`config.mk`:
```
export PLATFORM = sky130hd
export DESIGN_NAME = config_prom_revision_readout
export DESIGN_NICKNAME = d
export VERILOG_FILES = /design/src/hw/prom_readout_pkg.sv /design/src/hw/config_prom_revision_readout.sv
export SDC_FILE = /design/constraint.sdc
export NUM_CORES = 1
export LEC_CHECK = 0
export ABC_AREA = 0
export BUFFER_PORTS_ARGS = -buffer_cell sky130_fd_sc_hd__buf_2
export CORE_MARGIN = 1.5
export CORE_UTILIZATION = 25
export DETAILED_ROUTE_END_ITERATION = 12
export RECOVER_POWER = 25
export REMOVE_ABC_BUFFERS = 1
export SETUP_SLACK_MARGIN = 0.05
export SYNTH_ARGS = -nofsm -noshare
export SYNTH_HDL_FRONTEND = slang
export SYNTH_SLANG_ARGS = --single-unit
export TNS_END_PERCENT = 30
```
`constraint.sdc`:
```
create_clock -name sys_clk_in -period 4.25 [get_ports sys_clk_in]
set_input_delay 1.0625 -clock sys_clk_in [delete_from_list [all_inputs] [get_ports sys_clk_in]]
set_output_delay 1.0625 -clock sys_clk_in [all_outputs]
set_load 0.1 [all_outputs]
```
`src/hw/prom_readout_pkg.sv`:
```
package prom_readout_pkg;
    // ****************************************
    // storage geometry
    // ****************************************
    localparam int BLOCK_AW = 20;
    localparam int ADDR_W = 23;
    localparam int MEM_AW = 22;
    localparam logic [22:0] BLOCK_BYTES = 23'h100000;
    localparam logic [22:0] BLOCK_MASK = 23'h0fffff;
    localparam logic [2:0] NUM_BLOCKS = 3'h4;
    localparam logic [23:0] STORE_CAP = 24'h400000;
    localparam logic [7:0] PAD_BYTE = 8'hff;
    // ****************************************
    // revision codes
    // ****************************************
    localparam logic [1:0] REV_0 = 2'h0;
    localparam logic [1:0] REV_1 = 2'h1;
    localparam logic [1:0] REV_2 = 2'h2;
    localparam logic [1:0] REV_3 = 2'h3;
    localparam logic [1:0] REV_MASK = 2'(NUM_BLOCKS - 3'h1);
    // ****************************************
    // buffering and serial framing
    // ****************************************
    localparam int FIFO_WIDTH = 8;
    localparam int FIFO_DEPTH = 8;
    localparam logic [2:0] LAST_BIT = 3'h7;
    // ****************************************
    // readout state
    // ****************************************
    typedef struct packed {
        logic clk_prev;
        logic pulse_prev;
        logic sample_pend;
        logic [1:0] rev;
        logic [22:0] faddr;
        logic [22:0] fend;
        logic [22:0] fused;
        logic fetching;
        logic [7:0] shreg;
        logic shreg_vld;
        logic [2:0] bit_idx;
        logic done;
        logic [7:0] dout;
        logic src_clk;
    } readout_state_type;
endpackage

```
`src/hw/config_prom_revision_readout.sv`:
```
`timescale 1ns/1ps

// ****************************************
// byte buffer between fetch and output
// ****************************************
module readout_fifo #(
    parameter int WIDTH = 8,
    parameter int DEPTH = 8
) (
    input wire logic sys_clk_in,
    input wire logic srst_in,
    input wire logic flush_in,
    input wire logic in_valid_in,
    output logic in_ready_out,
    input wire logic [WIDTH-1:0] in_data_in,
    output logic out_valid_out,
    input wire logic out_ready_in,
    output logic [WIDTH-1:0] out_data_out
);
    localparam int AW = $clog2(DEPTH);
    typedef struct packed {
        logic [DEPTH-1:0][WIDTH-1:0] mem;
        logic [AW-1:0] wr;
        logic [AW-1:0] rd;
        logic [AW:0] cnt;
    } fifo_state_type;
    fifo_state_type q, d;
    logic push, pop;

    assign in_ready_out = q.cnt != (AW+1)'(DEPTH);
    assign out_valid_out = q.cnt != '0;
    assign out_data_out = q.mem[q.rd];
    assign push = in_valid_in && in_ready_out;
    assign pop = out_valid_out && out_ready_in;

    always_comb begin
        d = q;
        if (flush_in) begin
            d.wr = '0;
            d.rd = '0;
            d.cnt = '0;
        end else begin
            if (push) begin
                d.mem[q.wr] = in_data_in;
                d.wr = q.wr + 1'b1;
            end
            if (pop) begin
                d.rd = q.rd + 1'b1;
            end
            d.cnt = q.cnt + {{AW{1'b0}}, push} - {{AW{1'b0}}, pop};
        end
    end

    always_ff @(posedge sys_clk_in) begin
        if (srst_in) begin
            q <= '0;
        end else begin
            q <= d;
        end
    end
endmodule

// Summary of operation
// - revisions whole blocks, unused tail reads ones
// - four revisions coded by two bits
// - revision count limited by block capacity
// - revision continues into next chained memory
// - selection works with source clock
// - external enable low: select from pins
// - external enable high: select from internal bits
// - selection sampled at power-up and again whenever output-enable/reset is low
// - chip enabled: resample after pulse rising edge
// - serial bit out per clock edge, address advances per byte fetched
// - new bit presented well before next edge
// - slave serial: source clock or external clock
// - cascade enable drives next chip enable
// - output-enable/reset resets address counter
// - chip enable held low keeps data driven until memory finished
// - pulse pin used as input only, its output driver never enabled
// - serial modes plus byte-wide parallel readout
// - finished memory stops clock, releases cascade
module config_prom_revision_readout (
    input wire logic sys_clk_in,
    input wire logic srst_in,
    input wire logic config_clock_in,
    input wire logic chip_enable_n_in,
    input wire logic oe_reset_n_in,
    input wire logic config_pulse_in,
    output logic config_pulse_out,
    output logic config_pulse_oe_n_out,
    input wire logic external_select_enable_in,
    input wire logic [1:0] revision_select_pins_in,
    input wire logic [1:0] internal_revision_bits_in,
    input wire logic [3:0][1:0] rev_first_block_in,
    input wire logic [3:0][22:0] rev_used_bytes_in,
    input wire logic parallel_mode_in,
    input wire logic source_clock_enable_in,
    output logic [prom_readout_pkg::MEM_AW-1:0] mem_addr_out,
    input wire logic [7:0] mem_data_in,
    output logic [7:0] data_out,
    output logic data_oe_n_out,
    output logic source_clock_out,
    output logic source_clock_oe_n_out,
    output logic cascade_enable_n_out
);
    import prom_readout_pkg::*;

    // ****************************************
    // revision address helpers
    // ****************************************
    function automatic logic [22:0] rev_start(input logic [1:0] first);
        rev_start = {1'b0, first, 20'h00000};
    endfunction

    function automatic logic [22:0] rev_end(input logic [1:0] first, input logic [22:0] used);
        logic [22:0] span;
        logic [23:0] sum;
        span = (used + BLOCK_MASK) & ~BLOCK_MASK;
        if (used == '0) begin
            span = BLOCK_BYTES;
        end
        sum = {1'b0, rev_start(first)} + {1'b0, span};
        rev_end = (sum > STORE_CAP) ? STORE_CAP[22:0] : sum[22:0];
    endfunction

    readout_state_type q, d;
    logic rise, pulse_rise, active, restart, fifo_flush;
    logic fifo_in_valid, fifo_in_ready, fifo_out_valid, fifo_out_ready;
    logic [7:0] fifo_in_data, fifo_out_data;
    logic [1:0] new_rev;

    // ****************************************
    // pin decode
    // ****************************************
    assign rise = config_clock_in && !q.clk_prev;
    assign pulse_rise = config_pulse_in && !q.pulse_prev;
    assign active = !chip_enable_n_in && oe_reset_n_in && !q.done;
    assign new_rev = (external_select_enable_in ? internal_revision_bits_in
                      : revision_select_pins_in) & REV_MASK;
    assign restart = q.sample_pend || !oe_reset_n_in
                     || (pulse_rise && !chip_enable_n_in);
    assign fifo_flush = restart;
    assign fifo_in_valid = q.fetching && !restart;
    assign fifo_in_data = (q.faddr < q.fused) ? mem_data_in : PAD_BYTE;
    assign fifo_out_ready = !q.shreg_vld && !restart;

    readout_fifo #(
        .WIDTH(FIFO_WIDTH),
        .DEPTH(FIFO_DEPTH)
    ) u_fifo (
        .sys_clk_in(sys_clk_in),
        .srst_in(srst_in),
        .flush_in(fifo_flush),
        .in_valid_in(fifo_in_valid),
        .in_ready_out(fifo_in_ready),
        .in_data_in(fifo_in_data),
        .out_valid_out(fifo_out_valid),
        .out_ready_in(fifo_out_ready),
        .out_data_out(fifo_out_data)
    );

    // ****************************************
    // next state
    // ****************************************
    always_comb begin
        d = q;
        d.clk_prev = config_clock_in;
        d.pulse_prev = config_pulse_in;
        if (restart) begin
            d.sample_pend = 1'b0;
            d.rev = new_rev;
            d.faddr = rev_start(rev_first_block_in[new_rev]);
            d.fused = rev_start(rev_first_block_in[new_rev]) + rev_used_bytes_in[new_rev];
            d.fend = rev_end(rev_first_block_in[new_rev], rev_used_bytes_in[new_rev]);
            d.fetching = 1'b1;
            d.shreg_vld = 1'b0;
            d.bit_idx = '0;
            d.done = 1'b0;
        end else begin
            if (fifo_in_valid && fifo_in_ready) begin
                d.faddr = q.faddr + 23'h1;
                if (d.faddr == q.fend) begin
                    d.fetching = 1'b0;
                end
            end
            if (rise && active && q.shreg_vld) begin
                if (parallel_mode_in || q.bit_idx == LAST_BIT) begin
                    d.shreg_vld = 1'b0;
                end else begin
                    d.bit_idx = q.bit_idx + 3'h1;
                end
            end
            if (fifo_out_ready && fifo_out_valid) begin
                d.shreg = fifo_out_data;
                d.shreg_vld = 1'b1;
                d.bit_idx = '0;
            end
            if (!q.fetching && !fifo_out_valid && !q.shreg_vld) begin
                d.done = 1'b1;
            end
        end
        if (d.shreg_vld) begin
            d.dout = parallel_mode_in ? d.shreg
                     : {7'h00, d.shreg[LAST_BIT - d.bit_idx]};
        end
        d.src_clk = source_clock_enable_in && active && config_clock_in;
    end

    always_ff @(posedge sys_clk_in) begin
        if (srst_in) begin
            q <= '0;
            q.sample_pend <= 1'b1;
            q.pulse_prev <= 1'b1;
        end else begin
            q <= d;
        end
    end

    // ****************************************
    // outputs
    // ****************************************
    assign mem_addr_out = q.faddr[MEM_AW-1:0];
    assign data_out = q.dout;
    assign data_oe_n_out = !active;
    assign source_clock_out = q.src_clk;
    assign source_clock_oe_n_out = !(source_clock_enable_in && active);
    assign cascade_enable_n_out = !q.done;
    assign config_pulse_out = 1'b1;
    assign config_pulse_oe_n_out = 1'b1;

    // ****************************************
    // checks
    // ****************************************
    property p_pins_sel;
        @(posedge sys_clk_in) disable iff (srst_in)
        q.sample_pend && !external_select_enable_in |=> q.rev == $past(revision_select_pins_in);
    endproperty
    a_pins_sel: assert property (p_pins_sel) else $error("pin select not taken");

    property p_int_sel;
        @(posedge sys_clk_in) disable iff (srst_in)
        q.sample_pend && external_select_enable_in
        |=> q.rev == $past(internal_revision_bits_in);
    endproperty
    a_int_sel: assert property (p_int_sel) else $error("internal select not taken");

    property p_once;
        @(posedge sys_clk_in) disable iff (srst_in)
        q.sample_pend |=> !q.sample_pend [*2];
    endproperty
    a_once: assert property (p_once) else $error("power-up sample repeated");

    property p_resample;
        @(posedge sys_clk_in) disable iff (srst_in)
        pulse_rise && !chip_enable_n_in
        |=> q.faddr == rev_start(rev_first_block_in[q.rev]) && q.fetching;
    endproperty
    a_resample: assert property (p_resample) else $error("pulse did not restart");

    property p_pulse_refused;
        @(posedge sys_clk_in) disable iff (srst_in)
        pulse_rise && chip_enable_n_in && oe_reset_n_in && !q.sample_pend
        |=> q.rev == $past(q.rev);
    endproperty
    a_pulse_refused: assert property (p_pulse_refused) else $error("pulse taken while disabled");

    property p_reset_addr;
        @(posedge sys_clk_in) disable iff (srst_in)
        !oe_reset_n_in |=> !q.shreg_vld && q.faddr == rev_start(rev_first_block_in[q.rev]);
    endproperty
    a_reset_addr: assert property (p_reset_addr) else $error("counter not reset");

    property p_pad;
        @(posedge sys_clk_in) disable iff (srst_in)
        fifo_in_valid && q.faddr >= q.fused |-> fifo_in_data == PAD_BYTE;
    endproperty
    a_pad: assert property (p_pad) else $error("padding not all ones");

    property p_bit_step;
        @(posedge sys_clk_in) disable iff (srst_in)
        rise && active && q.shreg_vld && !parallel_mode_in && q.bit_idx != LAST_BIT && !restart
        |=> q.bit_idx == $past(q.bit_idx) + 3'h1;
    endproperty
    a_bit_step: assert property (p_bit_step) else $error("bit index did not advance");

    property p_rev_cap;
        @(posedge sys_clk_in) disable iff (srst_in)
        !q.sample_pend |-> {1'b0, q.rev} < NUM_BLOCKS;
    endproperty
    a_rev_cap: assert property (p_rev_cap) else $error("revision beyond capacity");

    property p_handoff;
        @(posedge sys_clk_in) disable iff (srst_in)
        q.done |-> !cascade_enable_n_out && data_oe_n_out && source_clock_oe_n_out ##1 !q.src_clk;
    endproperty
    a_handoff: assert property (p_handoff) else $error("finished memory did not hand off");

    property p_drive;
        @(posedge sys_clk_in) disable iff (srst_in)
        !chip_enable_n_in && oe_reset_n_in && !q.done |-> !data_oe_n_out;
    endproperty
    a_drive: assert property (p_drive) else $error("data not driven");
endmodule

```
Yosys cells after proc, flatten, opt, wreduce, memory -nomap -nowiden
Cells that the tools add are included.

word-level totals
  bits in registers = 169
  word-level logic and storage cells = 112

cells by class
  add/sub/neg operators = 10
  $lt $le $gt $ge = 7
  equality and inequality tests = 3
  multiplexer cells = 29
  bitwise logic cells = 1
  reductions and logical operators = 37

operator list
  operator                count
  $mux 23                 4
  $bwmux 64               1
  $bmux 23 s2             1
  $mux 22                 2
  $mux 8                  5
  $add 22x23->24          1
  $bmux 8 s3              1
  $demux 8 s3             1
  $gt 24x23->1 const B    1
  $add 22x23->23          1
  $add 23x1->23 const B   1
  $add 23x20->23 const B  1
  $eq 23x23->1            1
  $logic_not 23->1        1
  $lt 23x23->1            1
  $logic_and 1x1->1       16
  $lt 3x4->1 const B      3
  $mux 12                 1
  $logic_not 1->1         11
  $add 3x1->3 const B     3
  $mux 1                  6
  $mux 5                  1
  $add 4x1->4             1
  $bmux 2 s2              1
  16 further kinds        21

Depth between registers and ports, before layout
Gate-level depths: netlist (run 1).

  word-level depth = 13
  mapped depth = 16

Modules after synthesis
A second synthesis (run 1) with hierarchy kept.

second synthesis, totals
  cell total of the unflattened synthesis = 1004
  area total of the unflattened synthesis = 8967.4 um^2

by module, submodules not included
  module                        instances  cells an instance  area an instance (um^2)  seq. area each (um^2)
  config_prom_revision_readout  1          678                5278.8                   1501.4
  readout_fifo                  1          326                3688.5                   1481.4

Least setup slack after synthesis (run 1)
Ideal clock, no wire load.

  path kind = input to register
  from = in external_select_enable_in
  to = reg q[68] (netlist bit)
  setup time = 115 ps
  arrival time = 4211 ps
  setup slack = -76 ps
  stages = 14
  buffers on the path = 0
  path through = mux2i_2 mux4_2 nor4_2 a21bo_2 nand2_1 o21a_1 ha_1 inv_1 fa_1 a211o_1 or2_2 o2bb2ai_1 nor4_2 o21a_1

on the way
  cells in the longest elaborated chain, start to end = 9
  elaborated cells between the ends (all ways) = 12
  those cells by class = add/sub (2); order compare (1); mux (8); reduce/logical (1)

ends and longest elaborated chain
  item                                                       line                                                                      text
  start, declared                                            config_prom_revision_readout.sv:91                                        input wire logic external_select_enable_in,
  $mux 2 *                                                   config_prom_revision_readout.sv:138                                       assign new_rev = (external_select_enable_in ? internal_revision_bits_in
  $bmux 23 s2                                                config_prom_revision_readout.sv:174                                       d.fend = rev_end(rev_first_block_in[new_rev], rev_used_bytes_in[new_rev]);
  $mux 23 (implied by the code)                              config_prom_revision_readout.sv:174
  $add 23x20->23 / $logic_not 23->1 (equally long branches)  config_prom_revision_readout.sv:118, config_prom_revision_readout.sv:119
  $mux 23                                                    config_prom_revision_readout.sv:119                                       if (used == '0) begin
  $mux 23                                                    config_prom_revision_readout.sv:169                                       if (restart) begin
  $add 22x23->24 *                                           config_prom_revision_readout.sv:122                                       sum = {1'b0, rev_start(first)} + {1'b0, span};
  $gt 24x23->1                                               config_prom_revision_readout.sv:123                                       rev_end = (sum > STORE_CAP) ? STORE_CAP[22:0] : sum[22:0];
  $mux 23 *                                                  config_prom_revision_readout.sv:123
  end, declared                                              config_prom_revision_readout.sv:126                                       readout_state_type q, d;

Every way passes the cells marked *; elsewhere a longest branch is shown, timed or not. The select of a mux whose other input is x is not followed.
A chain may end at the register's enable or synchronous reset.

Worst setup path after layout (run 1)
  from = in external_select_enable_in
  to = reg q[67] (netlist bit)

Same word-level chain as after synthesis.

==> impl_results.rst, run 1 <==
.. list-table::
   :header-rows: 1

   * - Metric
     - Value
   * - Run status
     - complete, but fails checks
   * - Violations in the final reports
     - max-capacitance violations, max-slew violations
   * - Fin nets
     - approximately 1200
   * - Required time worst endpoint
     - 4.58 ns
   * - Number of flops mapped to enable cells by yosys
     - 0
   * - Largest driver fanout on the critical path
     - 3
   * - Share of post-route cells with drive strength above 1
     - 0.253
   * - Top FF cell, synth
     - dfxtp_1
   * - Die Height
     - between 150 and 200 µm
   * - HPWL reported at the end of detailed placement
     - between 15 and 20 mm
   * - Data arrival, critical path
     - 4.38 ns
   * - Routed wire per std cell
     - between 10 and 15 µm
   * - Number of buffers added for setup after CTS
     - 0
   * - Setup repair after global routing missed its margin
     - no
   * - Synthesized area
     - 8290 µm²
   * - Clock transition at the register clock pins on the worst setup and hold paths after CTS
     - approximately 0.07 ns
   * - R2R Path Start
     - mem_addr_out[8]$_SDFFE_PP0P_
   * - Part of the total power dissipated in the clock network
     - 0.433
   * - H-tree depth
     - 4
   * - Worst slack, placed
     - -0.297 ns
   * - Max_cap viols
     - 2
   * - Final hold violation count
     - 0
   * - Worst setup slack for register-to-register paths
     - about 1.1 ns
   * - Depth of the worst register-to-register path
     - 9
   * - Classification of the worst setup path
     - in2reg
   * - Total power
     - about 3.5 mW
   * - Die Wd
     - 185 µm
   * - Routing usage on met1
     - 0.161
   * - Slew Viols, Final
     - 78
   * - Type of the most critical hold path
     - reg2reg
   * - Number of search-and-repair iterations in the first detailed-routing pass
     - 4
   * - Maximum ir drop on the vdd rail
     - approximately 0.00021 V
   * - Seq. cell area
     - a little under 3000 µm²
   * - Worst path slowest cell
     - mux4_2
   * - Pwr per Cell Area
     - about 350 nW/µm²
   * - Number of antenna violations at the first check in global routing
     - 0
   * - Proportion of synthesized flip-flops having asynchronous set or reset
     - 0
   * - Number of inserted filler cells in the final layout
     - between 3000 and 4000
   * - Final Wtd Congestion
     - between 0.8 and 0.9
   * - Mean area per synthesized cell
     - 9.02 µm²
   * - Number of antenna diodes
     - 0
   * - Fin crit share
     - 0.954
   * - Clock latency at the later pin of the worst-skew pair
     - 0.43 ns
   * - Number of global-route vias before repair
     - between 6000 and 7000
   * - Avg Vias per Cell
     - around 4.7
   * - Crit path cell chain
     - buf_2, mux2i_4, mux4_2, nor4_4, a21bo_2, nand2_1, o21a_1, ha_1, inv_1, fa_1, a211o_1, or2_2, o2bb2ai_2, nor4_2, o41ai_2
   * - Clock root buffer master
     - clkbuf_16
   * - Most frequent standard cell in the layout excluding fill and tap cells
     - dfxtp_1
   * - Combinational cell fraction of total power
     - 0.148
   * - Number of setup violations in the final report
     - 0
   * - Gr busiest metal
     - met2
   * - Critical path depth
     - 15
   * - Worst Clk Skew
     - about 0.019 ns
   * - Combined area of the multi-input logic cells
     - ~4700 µm²
   * - 1st-iter DRT viols
     - 330
   * - Startpoint type of the worst setup path
     - primary input
   * - Clock Sink Count
     - roughly 150
   * - CP Capture Point
     - q[67]$_SDFFE_PP0P_
   * - Area growth from synthesis to layout
     - 21.0%
   * - I/O pin count
     - around 160
   * - Seq/Total Area, Yosys
     - 0.360
   * - Max Freq
     - around 250 MHz
   * - Final WS setup
     - slightly below 0.2 ns
   * - CTS tree
     - built
   * - Mapped Cells
     - between 900 and 1000
   * - Residual antenna-violating net count after detailed routing
     - 0
   * - Standard-cell row count
     - 66
   * - Routed wire length
     - approximately 21 mm
   * - Global-route usage over all layers
     - 0.127
   * - Number of buffer and inverter instances along the worst setup path
     - 2
   * - Area of the die
     - 34300 µm²
   * - Count of unresolved DRC violations after routing
     - 0
   * - Largest net degree at the start of global routing
     - 60
   * - Met2 GRT Util
     - 0.215
   * - Internal
     - 2.45 mW
   * - Inserted Clock Buffers
     - 17
   * - Worst setup path startpoint
     - external_select_enable_in
   * - Total of warnings raised by yosys
     - 0
   * - Initial Utilization
     - 0.254
   * - Crit path largest cell delay
     - about 0.59 ns
   * - Measured slew at the worst slew-check pin
     - roughly 2.0 ns
   * - Highest-count cells in the layout ignoring fill and taps
     - dfxtp_1 (149), buf_2 (143), nor2_1 (142), nand2_1 (79), a211oi_1 (69)
   * - Number of distinct library cell variants in the gate-level netlist after synthesis
     - 63
   * - Psw
     - about 1.0 mW
   * - Placeable Area
     - 32600 µm²
   * - Endpoint type of the worst setup path
     - flip-flop
   * - Reported leakage power
     - ~3.8 nW
   * - Number of buffers inserted by hold repair at cts
     - 0
   * - Worst reg2reg path endpoint
     - u_fifo.q[30]$_SDFFE_PP0P_
   * - Share of total power consumed by net switching
     - 0.297
   * - Relative max-transition margin
     - -0.312
   * - Leftover overflow at the end of global routing
     - 0
   * - Post-synthesis sequential element count
     - approximately 150
   * - Via Count
     - between 7000 and 8000
   * - Fin crit period
     - 4.05 ns
   * - Clock Path Buffers
     - 2
   * - First-pass GRT wire length
     - ~34 mm
   * - Buffers on Ports
     - ~150
   * - Relative contribution of sequential cells to total power
     - 0.418
   * - Sum Neg Setup Slack
     - 0 ns
   * - Family of cells with the greatest summed delay on the critical path
     - compound AO/OA/AOI/OAI gates
   * - Met3 layer usage reported by global route
     - 0.0254
layout make-up:
class                      count  share of cell area
timing repair buffer         186              0.0983
sequential                   149               0.297
clock buffer                  17              0.0424
inverter                      43              0.0161
multi-input combinational    644               0.473
tap                          442              0.0551
clock inverter                15              0.0181
worst reg2reg max path: cells and delay by family (launching register included):
| family | cells | cell delay (ns) |
|---|---|---|
| flip-flops | 1 | 0.53 |
| AND/OR/NAND/NOR | 1 | 0.59 |
| AO/OA/AOI/OAI | 7 | 1.50 |
| adder cells (fa/ha/maj) | 1 | 0.31 |
synthesized netlist by cell type, types with 8 or more instances:
cell type	number	area share
dfxtp_1	149	0.36
nor2_1	143	0.065
nand2_1	79	0.036
a211oi_1	69	0.062
clkbuf_1	43	0.019
inv_1	42	0.019
a21oi_1	40	0.024
mux4_2	39	0.11
ha_1	36	0.054
buf_4	32	0.029
xor2_1	24	0.025
nand4_1	17	0.013
nor4_1	17	0.013
mux2i_1	14	0.017
nor3_1	14	0.0084
a21o_1	12	0.011
xnor2_1	11	0.012
nor2b_1	10	0.0075
o21ai_0	9	0.0054
or3_1	9	0.0068
a31oi_1	8	0.0060
nand3_1	8	0.0048
what timing repair did:
action / in CTS / in global routing
setup endpoints to repair: 0 / 2
endpoints found under the hold margin: 0 / 0
resized for setup: 0 / 2
logic make-up after synthesis:
kind of cell	count (synthesis)	share of synthesized area
flops	149	0.360
other cells	1	0.000452
simple gates	341	0.195
compound gates	169	0.139
fa+ha+maj	39	0.0616
buf+inv	127	0.0738
mux	58	0.134
xor+xnor	35	0.0370
routing by layer:
layer,wire length (µm),share of wire,up-vias
met2,9950,0.47,189
met1,9830,0.47,3277
met4,308,0.015,0
met5,0,0,-
met3,956,0.045,23
li1,-,-,3513
flip-flops by register name, indices dropped and copies added, names as in the netlist:
name              cells
source_clock_out      1
u_fifo.q             74
mem_addr_out         22
q                    44
data_out              8
through the flow:
step	area (µm²)	util	hold slack (ns)	cells
finish	10000	0.308	0.455	1496
global route	10000	0.308	0.470	1496
CTS	10000	0.308	0.456	1496
detailed placement	9440	0.289	0.448	1464
global placement	9440	0.289	0.442	1464
floorplan	7850	-	0.426	836
power by group through the flow:
| stage | Combinational [mW] | Sequential [mW] | Clock (mW) |
|---|---|---|---|
| finish | 0.518 | 1.46 | 1.51 |
| global route | 0.574 | 1.46 | 1.61 |
| CTS | 0.521 | 1.46 | 1.55 |
| detailed placement | 0.518 | 1.49 | 0 |
| global placement | 0.512 | 1.49 | 0 |
| floorplan | 0.306 | 1.50 | 0 |
worst min path at each step:
stage,start,to,slack (ns),cells after the start
after floorplan,q[24]$_SDFFE_PP0P_,q[24]$_SDFFE_PP0P_,0.43,2
after global placement,q[23]$_SDFFE_PP0P_,q[23]$_SDFFE_PP0P_,0.44,2
after detailed placement,q[41]$_SDFFE_PP0P_,q[41]$_SDFFE_PP0P_,0.45,2
after CTS,q[43]$_SDFFE_PP0P_,q[43]$_SDFFE_PP0P_,0.46,2
after global routing,q[40]$_SDFFE_PP0P_,q[40]$_SDFFE_PP0P_,0.47,2
final,q[32]$_SDFFE_PP0P_,q[32]$_SDFFE_PP0P_,0.45,2
Note: power is estimated with default switching activity, not from simulation.
==> inputs of run 2 (changes only) <==
--- a/config.mk
+++ b/config.mk
@@ -10,9 +10,11 @@
 export CORE_MARGIN = 1.5
 export CORE_UTILIZATION = 25
 export DETAILED_ROUTE_END_ITERATION = 12
+export PLACE_DENSITY_LB_ADDON = 0.2
 export RECOVER_POWER = 25
 export REMOVE_ABC_BUFFERS = 1
 export SETUP_SLACK_MARGIN = 0.05
+export SLEW_MARGIN = 20
 export SYNTH_ARGS = -nofsm -noshare
 export SYNTH_HDL_FRONTEND = slang
 export SYNTH_SLANG_ARGS = --single-unit
==> impl_results.rst, run 2 (synthesis results as in run 1) <==
.. list-table::
   :header-rows: 1

   * - Metric
     - Value
   * - Crit path largest cell delay
     - 0.59 ns
   * - Initial Utilization
     - 0.254
   * - Area of the die
     - approximately 34000 µm²
   * - Startpoint type of the worst setup path
     - primary input
   * - Measured slew at the worst slew-check pin
     - between 2 and 2.5 ns
   * - Run status
     - complete, but fails checks
   * - Inserted Clock Buffers
     - 17
   * - Required time worst endpoint
     - between 4 and 5 ns
   * - Crit path cell chain
     - buf_4, mux2i_4, mux4_2, nor4_4, a21bo_2, nand2_2, o21a_1, ha_2, inv_1, fa_2, a211o_1, or2_4, o2bb2ai_4, nor4_2, o41ai_2
   * - Design Area, Final
     - slightly above 10000 µm²
   * - Standard-cell row count
     - 66
   * - Number of setup violations in the final report
     - 0
   * - Top layer reached by signal wires
     - met4
   * - Clock root buffer master
     - clkbuf_16
   * - Avg Vias per Cell
     - about 4.6
   * - Buffers on Ports
     - 154
   * - Relative max-transition margin
     - -0.389
   * - Worst Clk Skew
     - 0.0176 ns
   * - Final Util
     - 0.311
   * - Largest net degree at the start of global routing
     - between 70 and 80
   * - Clock transition at the register clock pins on the worst setup and hold paths after CTS
     - 0.07 ns
   * - Wire length on met1
     - 10.4 mm
   * - Largest driver fanout on the critical path
     - 4
   * - Worst setup path startpoint
     - external_select_enable_in
   * - Sum Neg Setup Slack
     - 0 ns
   * - Number of flip-flops under the largest register name
     - 74
   * - Via Count
     - slightly below 7000
   * - Sum of met2 wire segment lengths after detailed routing
     - ~11 mm
   * - Post-detailed-placement cell area
     - between 9000 and 10000 µm²
   * - HPWL reported at the end of detailed placement
     - 17.1 mm
   * - 1st-iter DRT viols
     - around 260
   * - Die Wd
     - roughly 190 µm
   * - Max_cap viols
     - 2
   * - I/O pin count
     - 157
   * - Slew Viols, Final
     - between 100 and 150
   * - Die Height
     - ~190 µm
   * - CP Capture Point
     - q[67]$_SDFFE_PP0P_
   * - Number of antenna violations at the first check in global routing
     - 0
   * - Area growth from synthesis to layout
     - 22.2%
   * - Number of antenna diodes
     - 0
   * - Final hold violation count
     - 0
   * - Global-route usage over all layers
     - 0.140
   * - CTS tree
     - built
   * - Worst setup slack for register-to-register paths
     - around 0.9 ns
   * - Clock latency at the later pin of the worst-skew pair
     - 0.43 ns
   * - Fin crit period
     - ~4.1 ns
   * - R2R Path Start
     - mem_addr_out[8]$_SDFFE_PP0P_
   * - Clock Path Buffers
     - 2
   * - Classification of the worst setup path
     - in2reg
   * - Max Freq
     - 247 MHz
   * - Highest-count cells in the layout ignoring fill and taps
     - dfxtp_1 (149), buf_2 (142), nor2_1 (141), nand2_1 (78), a211oi_1 (69)
   * - Leftover overflow at the end of global routing
     - 0
   * - H-tree depth
     - 4
   * - Number of buffers inserted by hold repair at cts
     - 0
   * - Fin crit share
     - 0.953
   * - Top register by number of flip-flops
     - u_fifo.q
   * - Pwr per Cell Area
     - 348 nW/µm²
   * - Placeable Area
     - approximately 33000 µm²
   * - Worst reg2reg path endpoint
     - u_fifo.q[21]$_SDFFE_PP0P_
   * - Routed wire length
     - around 23 mm
   * - Maximum ir drop on the vdd rail
     - 0.000240 V
   * - Type of the most critical hold path
     - reg2reg
   * - Violations in the final reports
     - max-capacitance violations, max-slew violations
   * - Most frequent standard cell in the layout excluding fill and tap cells
     - dfxtp_1
   * - Total length of routed met3 wires
     - between 1 and 1.5 mm
   * - Final Wtd Congestion
     - 0.798
   * - Endpoint type of the worst setup path
     - flip-flop
   * - Count of unresolved DRC violations after routing
     - 0
   * - Number of search-and-repair iterations in the first detailed-routing pass
     - 4
   * - Reported leakage power
     - between 3 and 4 nW
   * - Setup repair after global routing missed its margin
     - no
   * - Share of post-route cells with drive strength above 1
     - 0.268
   * - Depth of the worst register-to-register path
     - 9
   * - Data arrival, critical path
     - between 4 and 5 ns
   * - Residual antenna-violating net count after detailed routing
     - 0
   * - First-pass GRT wire length
     - 37.4 mm
   * - Fin nets
     - 1206
   * - Number of global-route vias before repair
     - 7007
   * - Worst path slowest cell
     - mux4_2
   * - Routed wire per std cell
     - ~15 µm
   * - Clock Sink Count
     - approximately 150
run 2: cell type report:
| type | instances | area, µm² |
|---|---|---|
| Fill cell | 3519 | 22500 |
| Multi-Input combinational cell | 644 | 4800 |
| Sequential cell | 149 | 2980 |
| Timing Repair Buffer | 191 | 1040 |
| Tap cell | 442 | 553 |
| Clock buffer | 17 | 425 |
| Clock inverter | 15 | 180 |
| Inverter | 43 | 161 |
run 2: worst max-delay path: cells and delay by family:
family                     cells  cell delay, ns
AOI/OAI and AO/OA              5            1.11
muxes                          2            0.90
and+or+nand+nor                4            0.63
adders and majority gates      2            0.50
buffers and inverters          2            0.18
run 2: timing repair:
item	in CTS	in global routing
setup buffers	0	4
setup endpoints to repair	0	3
resized for setup	0	15
run 2: worst min path at each step:
stage / startpoint / end / slack [ns] / depth (start not counted)
3_5_place_dp: q[23]$_SDFFE_PP0P_ / q[23]$_SDFFE_PP0P_ / 0.45 / 2
3_3_place_gp: q[35]$_SDFFE_PP0P_ / q[35]$_SDFFE_PP0P_ / 0.44 / 2
4_1_cts: q[23]$_SDFFE_PP0P_ / q[23]$_SDFFE_PP0P_ / 0.45 / 2
2_1_floorplan: q[24]$_SDFFE_PP0P_ / q[24]$_SDFFE_PP0P_ / 0.43 / 2
5_1_grt: q[34]$_SDFFE_PP0P_ / q[34]$_SDFFE_PP0P_ / 0.47 / 2
6_report: q[38]$_SDFFE_PP0P_ / q[38]$_SDFFE_PP0P_ / 0.45 / 2
run 2: per-layer routing:
| layer | vias up | track usage |
|---|---|---|
| met2 | 181 | 0.246 |
| met5 | - | 0 |
| met3 | 14 | 0.0352 |
| met4 | 0 | 0.0296 |
| met1 | 3156 | 0.172 |
| li1 | 3519 | - |
run 2: power breakdown:
| group | leakage (nW) | switching (mW) | internal [mW] |
|---|---|---|---|
| registers | 1.21 | 0.0254 | 1.43 |
| logic | 2.38 | 0.307 | 0.234 |
| clock network | 0.292 | 0.723 | 0.799 |
| total | 3.88 | 1.06 | 2.47 |
run 2: stage by stage:
| stage | worst slack (ns) | instances | hold slack, ns | power, mW |
|---|---|---|---|---|
| after floorplan | -1.40 | 836 | 0.426 | 1.81 |
| final | 0.199 | 1501 | 0.451 | 3.52 |
| after global routing | 0.0241 | 1501 | 0.473 | 3.70 |
| after detailed placement | -0.375 | 1465 | 0.446 | 2.02 |
| after global placement | -0.260 | 1465 | 0.441 | 2.02 |
| after CTS | 0.0933 | 1497 | 0.453 | 3.56 |
==> inputs of run 3 (changes only) <==
--- a/config.mk
+++ b/config.mk
@@ -7,10 +7,10 @@
 export LEC_CHECK = 0
 export ABC_AREA = 0
 export BUFFER_PORTS_ARGS = -buffer_cell sky130_fd_sc_hd__buf_2
-export CORE_MARGIN = 1.5
+export CORE_MARGIN = 4
 export CORE_UTILIZATION = 25
 export DETAILED_ROUTE_END_ITERATION = 12
-export PLACE_DENSITY_LB_ADDON = 0.2
+export PLACE_DENSITY = 0.49
 export RECOVER_POWER = 25
 export REMOVE_ABC_BUFFERS = 1
 export SETUP_SLACK_MARGIN = 0.05
==> impl_results.rst, run 3 (synthesis results as in run 1) <==
.. list-table::
   :header-rows: 1

   * - Metric
     - Value
   * - Clock transition at the register clock pins on the worst setup and hold paths after CTS
     - around 0.070 ns
   * - Number of setup violations in the final report
     - 0
   * - Initial Utilization
     - 0.254
   * - Clock Path Buffers
     - 2
   * - Type of the most critical hold path
     - reg2reg
   * - Routed wire per std cell
     - about 15 µm
   * - Inserted Clock Buffers
     - 17
   * - Slew Viols, Final
     - slightly below 50
   * - Count of placed standard cells including taps
     - 1465
   * - Residual antenna-violating net count after detailed routing
     - 0
   * - Run status
     - complete, but fails checks
   * - Die Height
     - around 190 µm
   * - Number of flip-flops under the largest register name
     - 74
   * - Startpoint type of the worst setup path
     - primary input
   * - I/O pin count
     - 157
   * - Routed wire length
     - around 23 mm
   * - Part of the total power dissipated in the clock network
     - 0.440
   * - Standard-cell row count
     - 66
   * - Measured slew at the worst slew-check pin
     - 2.20 ns
   * - Pwr per Cell Area
     - between 300 and 400 nW/µm²
   * - Crit path largest cell delay
     - 0.57 ns
   * - Final Wtd Congestion
     - 0.828
   * - Share of post-route cells with drive strength above 1
     - 0.262
   * - Worst Clk Skew
     - 0.0178 ns
   * - Reported leakage power
     - approximately 3.9 nW
   * - Number of antenna diodes
     - 0
   * - Global-route usage over all layers
     - 0.124
   * - Clock latency at the later pin of the worst-skew pair
     - about 0.42 ns
   * - Number of global-route vias before repair
     - a little under 7000
   * - Classification of the worst setup path
     - in2reg
   * - CTS tree
     - built
   * - Psw
     - ~1.0 mW
   * - Combined area of the multi-input logic cells
     - roughly 4800 µm²
   * - Max Freq
     - approximately 250 MHz
   * - HPWL reported at the end of detailed placement
     - 17.4 mm
   * - Final hold violation count
     - 0
   * - Top register by number of flip-flops
     - u_fifo.q
   * - Share of total power consumed by net switching
     - 0.281
   * - Buffers on Ports
     - approximately 150
   * - Top layer reached by signal wires
     - met4
   * - Setup repair after global routing missed its margin
     - no
   * - Largest driver fanout on the critical path
     - 4
   * - Number of antenna violations at the first check in global routing
     - 0
   * - Avg Vias per Cell
     - roughly 4.6
   * - Clock Sink Count
     - between 100 and 150
   * - Fin nets
     - 1202
   * - Total power
     - around 3.6 mW
   * - H-tree depth
     - 4
   * - Family of cells with the greatest summed delay on the critical path
     - compound AO/OA/AOI/OAI gates
   * - Largest net degree at the start of global routing
     - between 70 and 80
   * - Endpoint type of the worst setup path
     - flip-flop
   * - Number of buffer and inverter instances along the worst setup path
     - 2
   * - Sum of met2 wire segment lengths after detailed routing
     - roughly 11 mm
   * - Internal
     - 2.56 mW
   * - Post-detailed-placement cell area
     - approximately 9500 µm²
   * - Maximum ir drop on the vdd rail
     - roughly 0.00026 V
   * - Via Count
     - between 6000 and 7000
   * - Combinational cell fraction of total power
     - 0.150
   * - Data arrival, critical path
     - ~4.3 ns
   * - Fin crit period
     - around 4.0 ns
   * - Count of unresolved DRC violations after routing
     - 0
   * - Wire length on met1
     - 10.5 mm
   * - Seq. cell area
     - between 2000 and 3000 µm²
   * - Most frequent standard cell in the layout excluding fill and tap cells
     - dfxtp_1
   * - Number of search-and-repair iterations in the first detailed-routing pass
     - 4
   * - Number of buffers added for setup after CTS
     - 0
   * - Max_cap viols
     - 1
   * - Clock root buffer master
     - clkbuf_16
   * - Violations in the final reports
     - max-capacitance violations, max-slew violations
   * - Area growth from synthesis to layout
     - 21.6%
   * - First-pass GRT wire length
     - approximately 36 mm
   * - Fin crit share
     - 0.940
   * - Die Wd
     - between 150 and 200 µm
   * - Required time worst endpoint
     - between 4 and 5 ns
   * - Design Area, Final
     - just over 10000 µm²
   * - Area of the die
     - approximately 36000 µm²
   * - Crit path cell chain
     - buf_6, mux2i_4, mux4_2, nor4_4, a21bo_2, nand2_1, o21a_1, ha_2, inv_1, fa_2, a211o_1, or2_2, o2bb2ai_2, nor4_2, o41ai_2
   * - Worst path slowest cell
     - mux4_2
   * - Relative contribution of sequential cells to total power
     - 0.410
   * - Number of inserted filler cells in the final layout
     - ~3500
   * - Sum Neg Setup Slack
     - 0 ns
   * - 1st-iter DRT viols
     - between 200 and 300
   * - Placeable Area
     - between 30000 and 40000 µm²
   * - Total length of routed met3 wires
     - 1.34 mm
   * - Relative max-transition margin
     - -0.465
   * - Final Util
     - 0.309
   * - Count of non-filler cells in the finished layout
     - around 1500
   * - Leftover overflow at the end of global routing
     - 0
   * - Highest-count cells in the layout ignoring fill and taps
     - dfxtp_1 (149), nor2_1 (142), buf_2 (140), nand2_1 (79), a211oi_1 (69)
-- run 3: cell count changes in the layout (fill, tap and decap cells not counted), sizes merged --
cell	previous run	this run
inv	50	51
bufinv	0	2
clkinvlp	1	0
clkbuf	30	32
buf	178	173
clkinv	7	4
-- run 3: layer usage --
metal  vias up  GRT usage
met5         -          0
met4         0     0.0320
met3        14     0.0308
met2       206      0.210
met1      3199      0.160
li1       3518          -
-- run 3: power by group through the flow --
stage / clock, mW / sequential (mW) / combinational [mW]
final: 1.57 / 1.46 / 0.533
after global routing: 1.66 / 1.47 / 0.589
after CTS: 1.61 / 1.46 / 0.535
after detailed placement: 0 / 1.49 / 0.533
after global placement: 0 / 1.49 / 0.527
after floorplan: 0 / 1.50 / 0.306
-- run 3: area by class of cell --
class                   count  share of cell area
flip-flops and latches    149               0.296
multi-input cells         644               0.473
clock inverters            14              0.0177
clock buffers              18              0.0426
well taps                 442              0.0548
repair buffers            187              0.0997
inverters                  43              0.0160
-- run 3: worst min-delay path, delay by kind of cell, from the launching register on --
kind               cells  cell delay [ns]
AOI/OAI and AO/OA      1             0.05
DFF                    1             0.31
and+or+nand+nor        1             0.05
-- run 3: final timing paths --
| kind | from | endpoint | slack (ns) | cells after the start |
|---|---|---|---|---|
| worst min register to register | q[39]$_SDFFE_PP0P_ | q[39]$_SDFFE_PP0P_ | 0.45 | 2 |
| worst max register to register | mem_addr_out[8]$_SDFFE_PP0P_ | u_fifo.q[49]$_SDFFE_PP0P_ | 1.19 | 9 |
| worst min-delay path | q[39]$_SDFFE_PP0P_ | q[39]$_SDFFE_PP0P_ | 0.45 | 2 |
| worst max-delay path | external_select_enable_in | q[67]$_SDFFE_PP0P_ | 0.26 | 15 |
-- run 3: stage by stage --
step | hold slack [ns] | worst slack (ns)
after global placement | 0.440 | -0.230
after detailed placement | 0.446 | -0.287
after floorplan | 0.426 | -1.40
after CTS | 0.454 | 0.155
after global routing | 0.476 | 0.0591
final | 0.450 | 0.256
-- run 3: repair_timing --
action	4_1_cts	5_1_grt
setup endpoints to repair	0	3
hold buffers	0	0
gates resized for setup	0	9
hold endpoints to repair	0	0
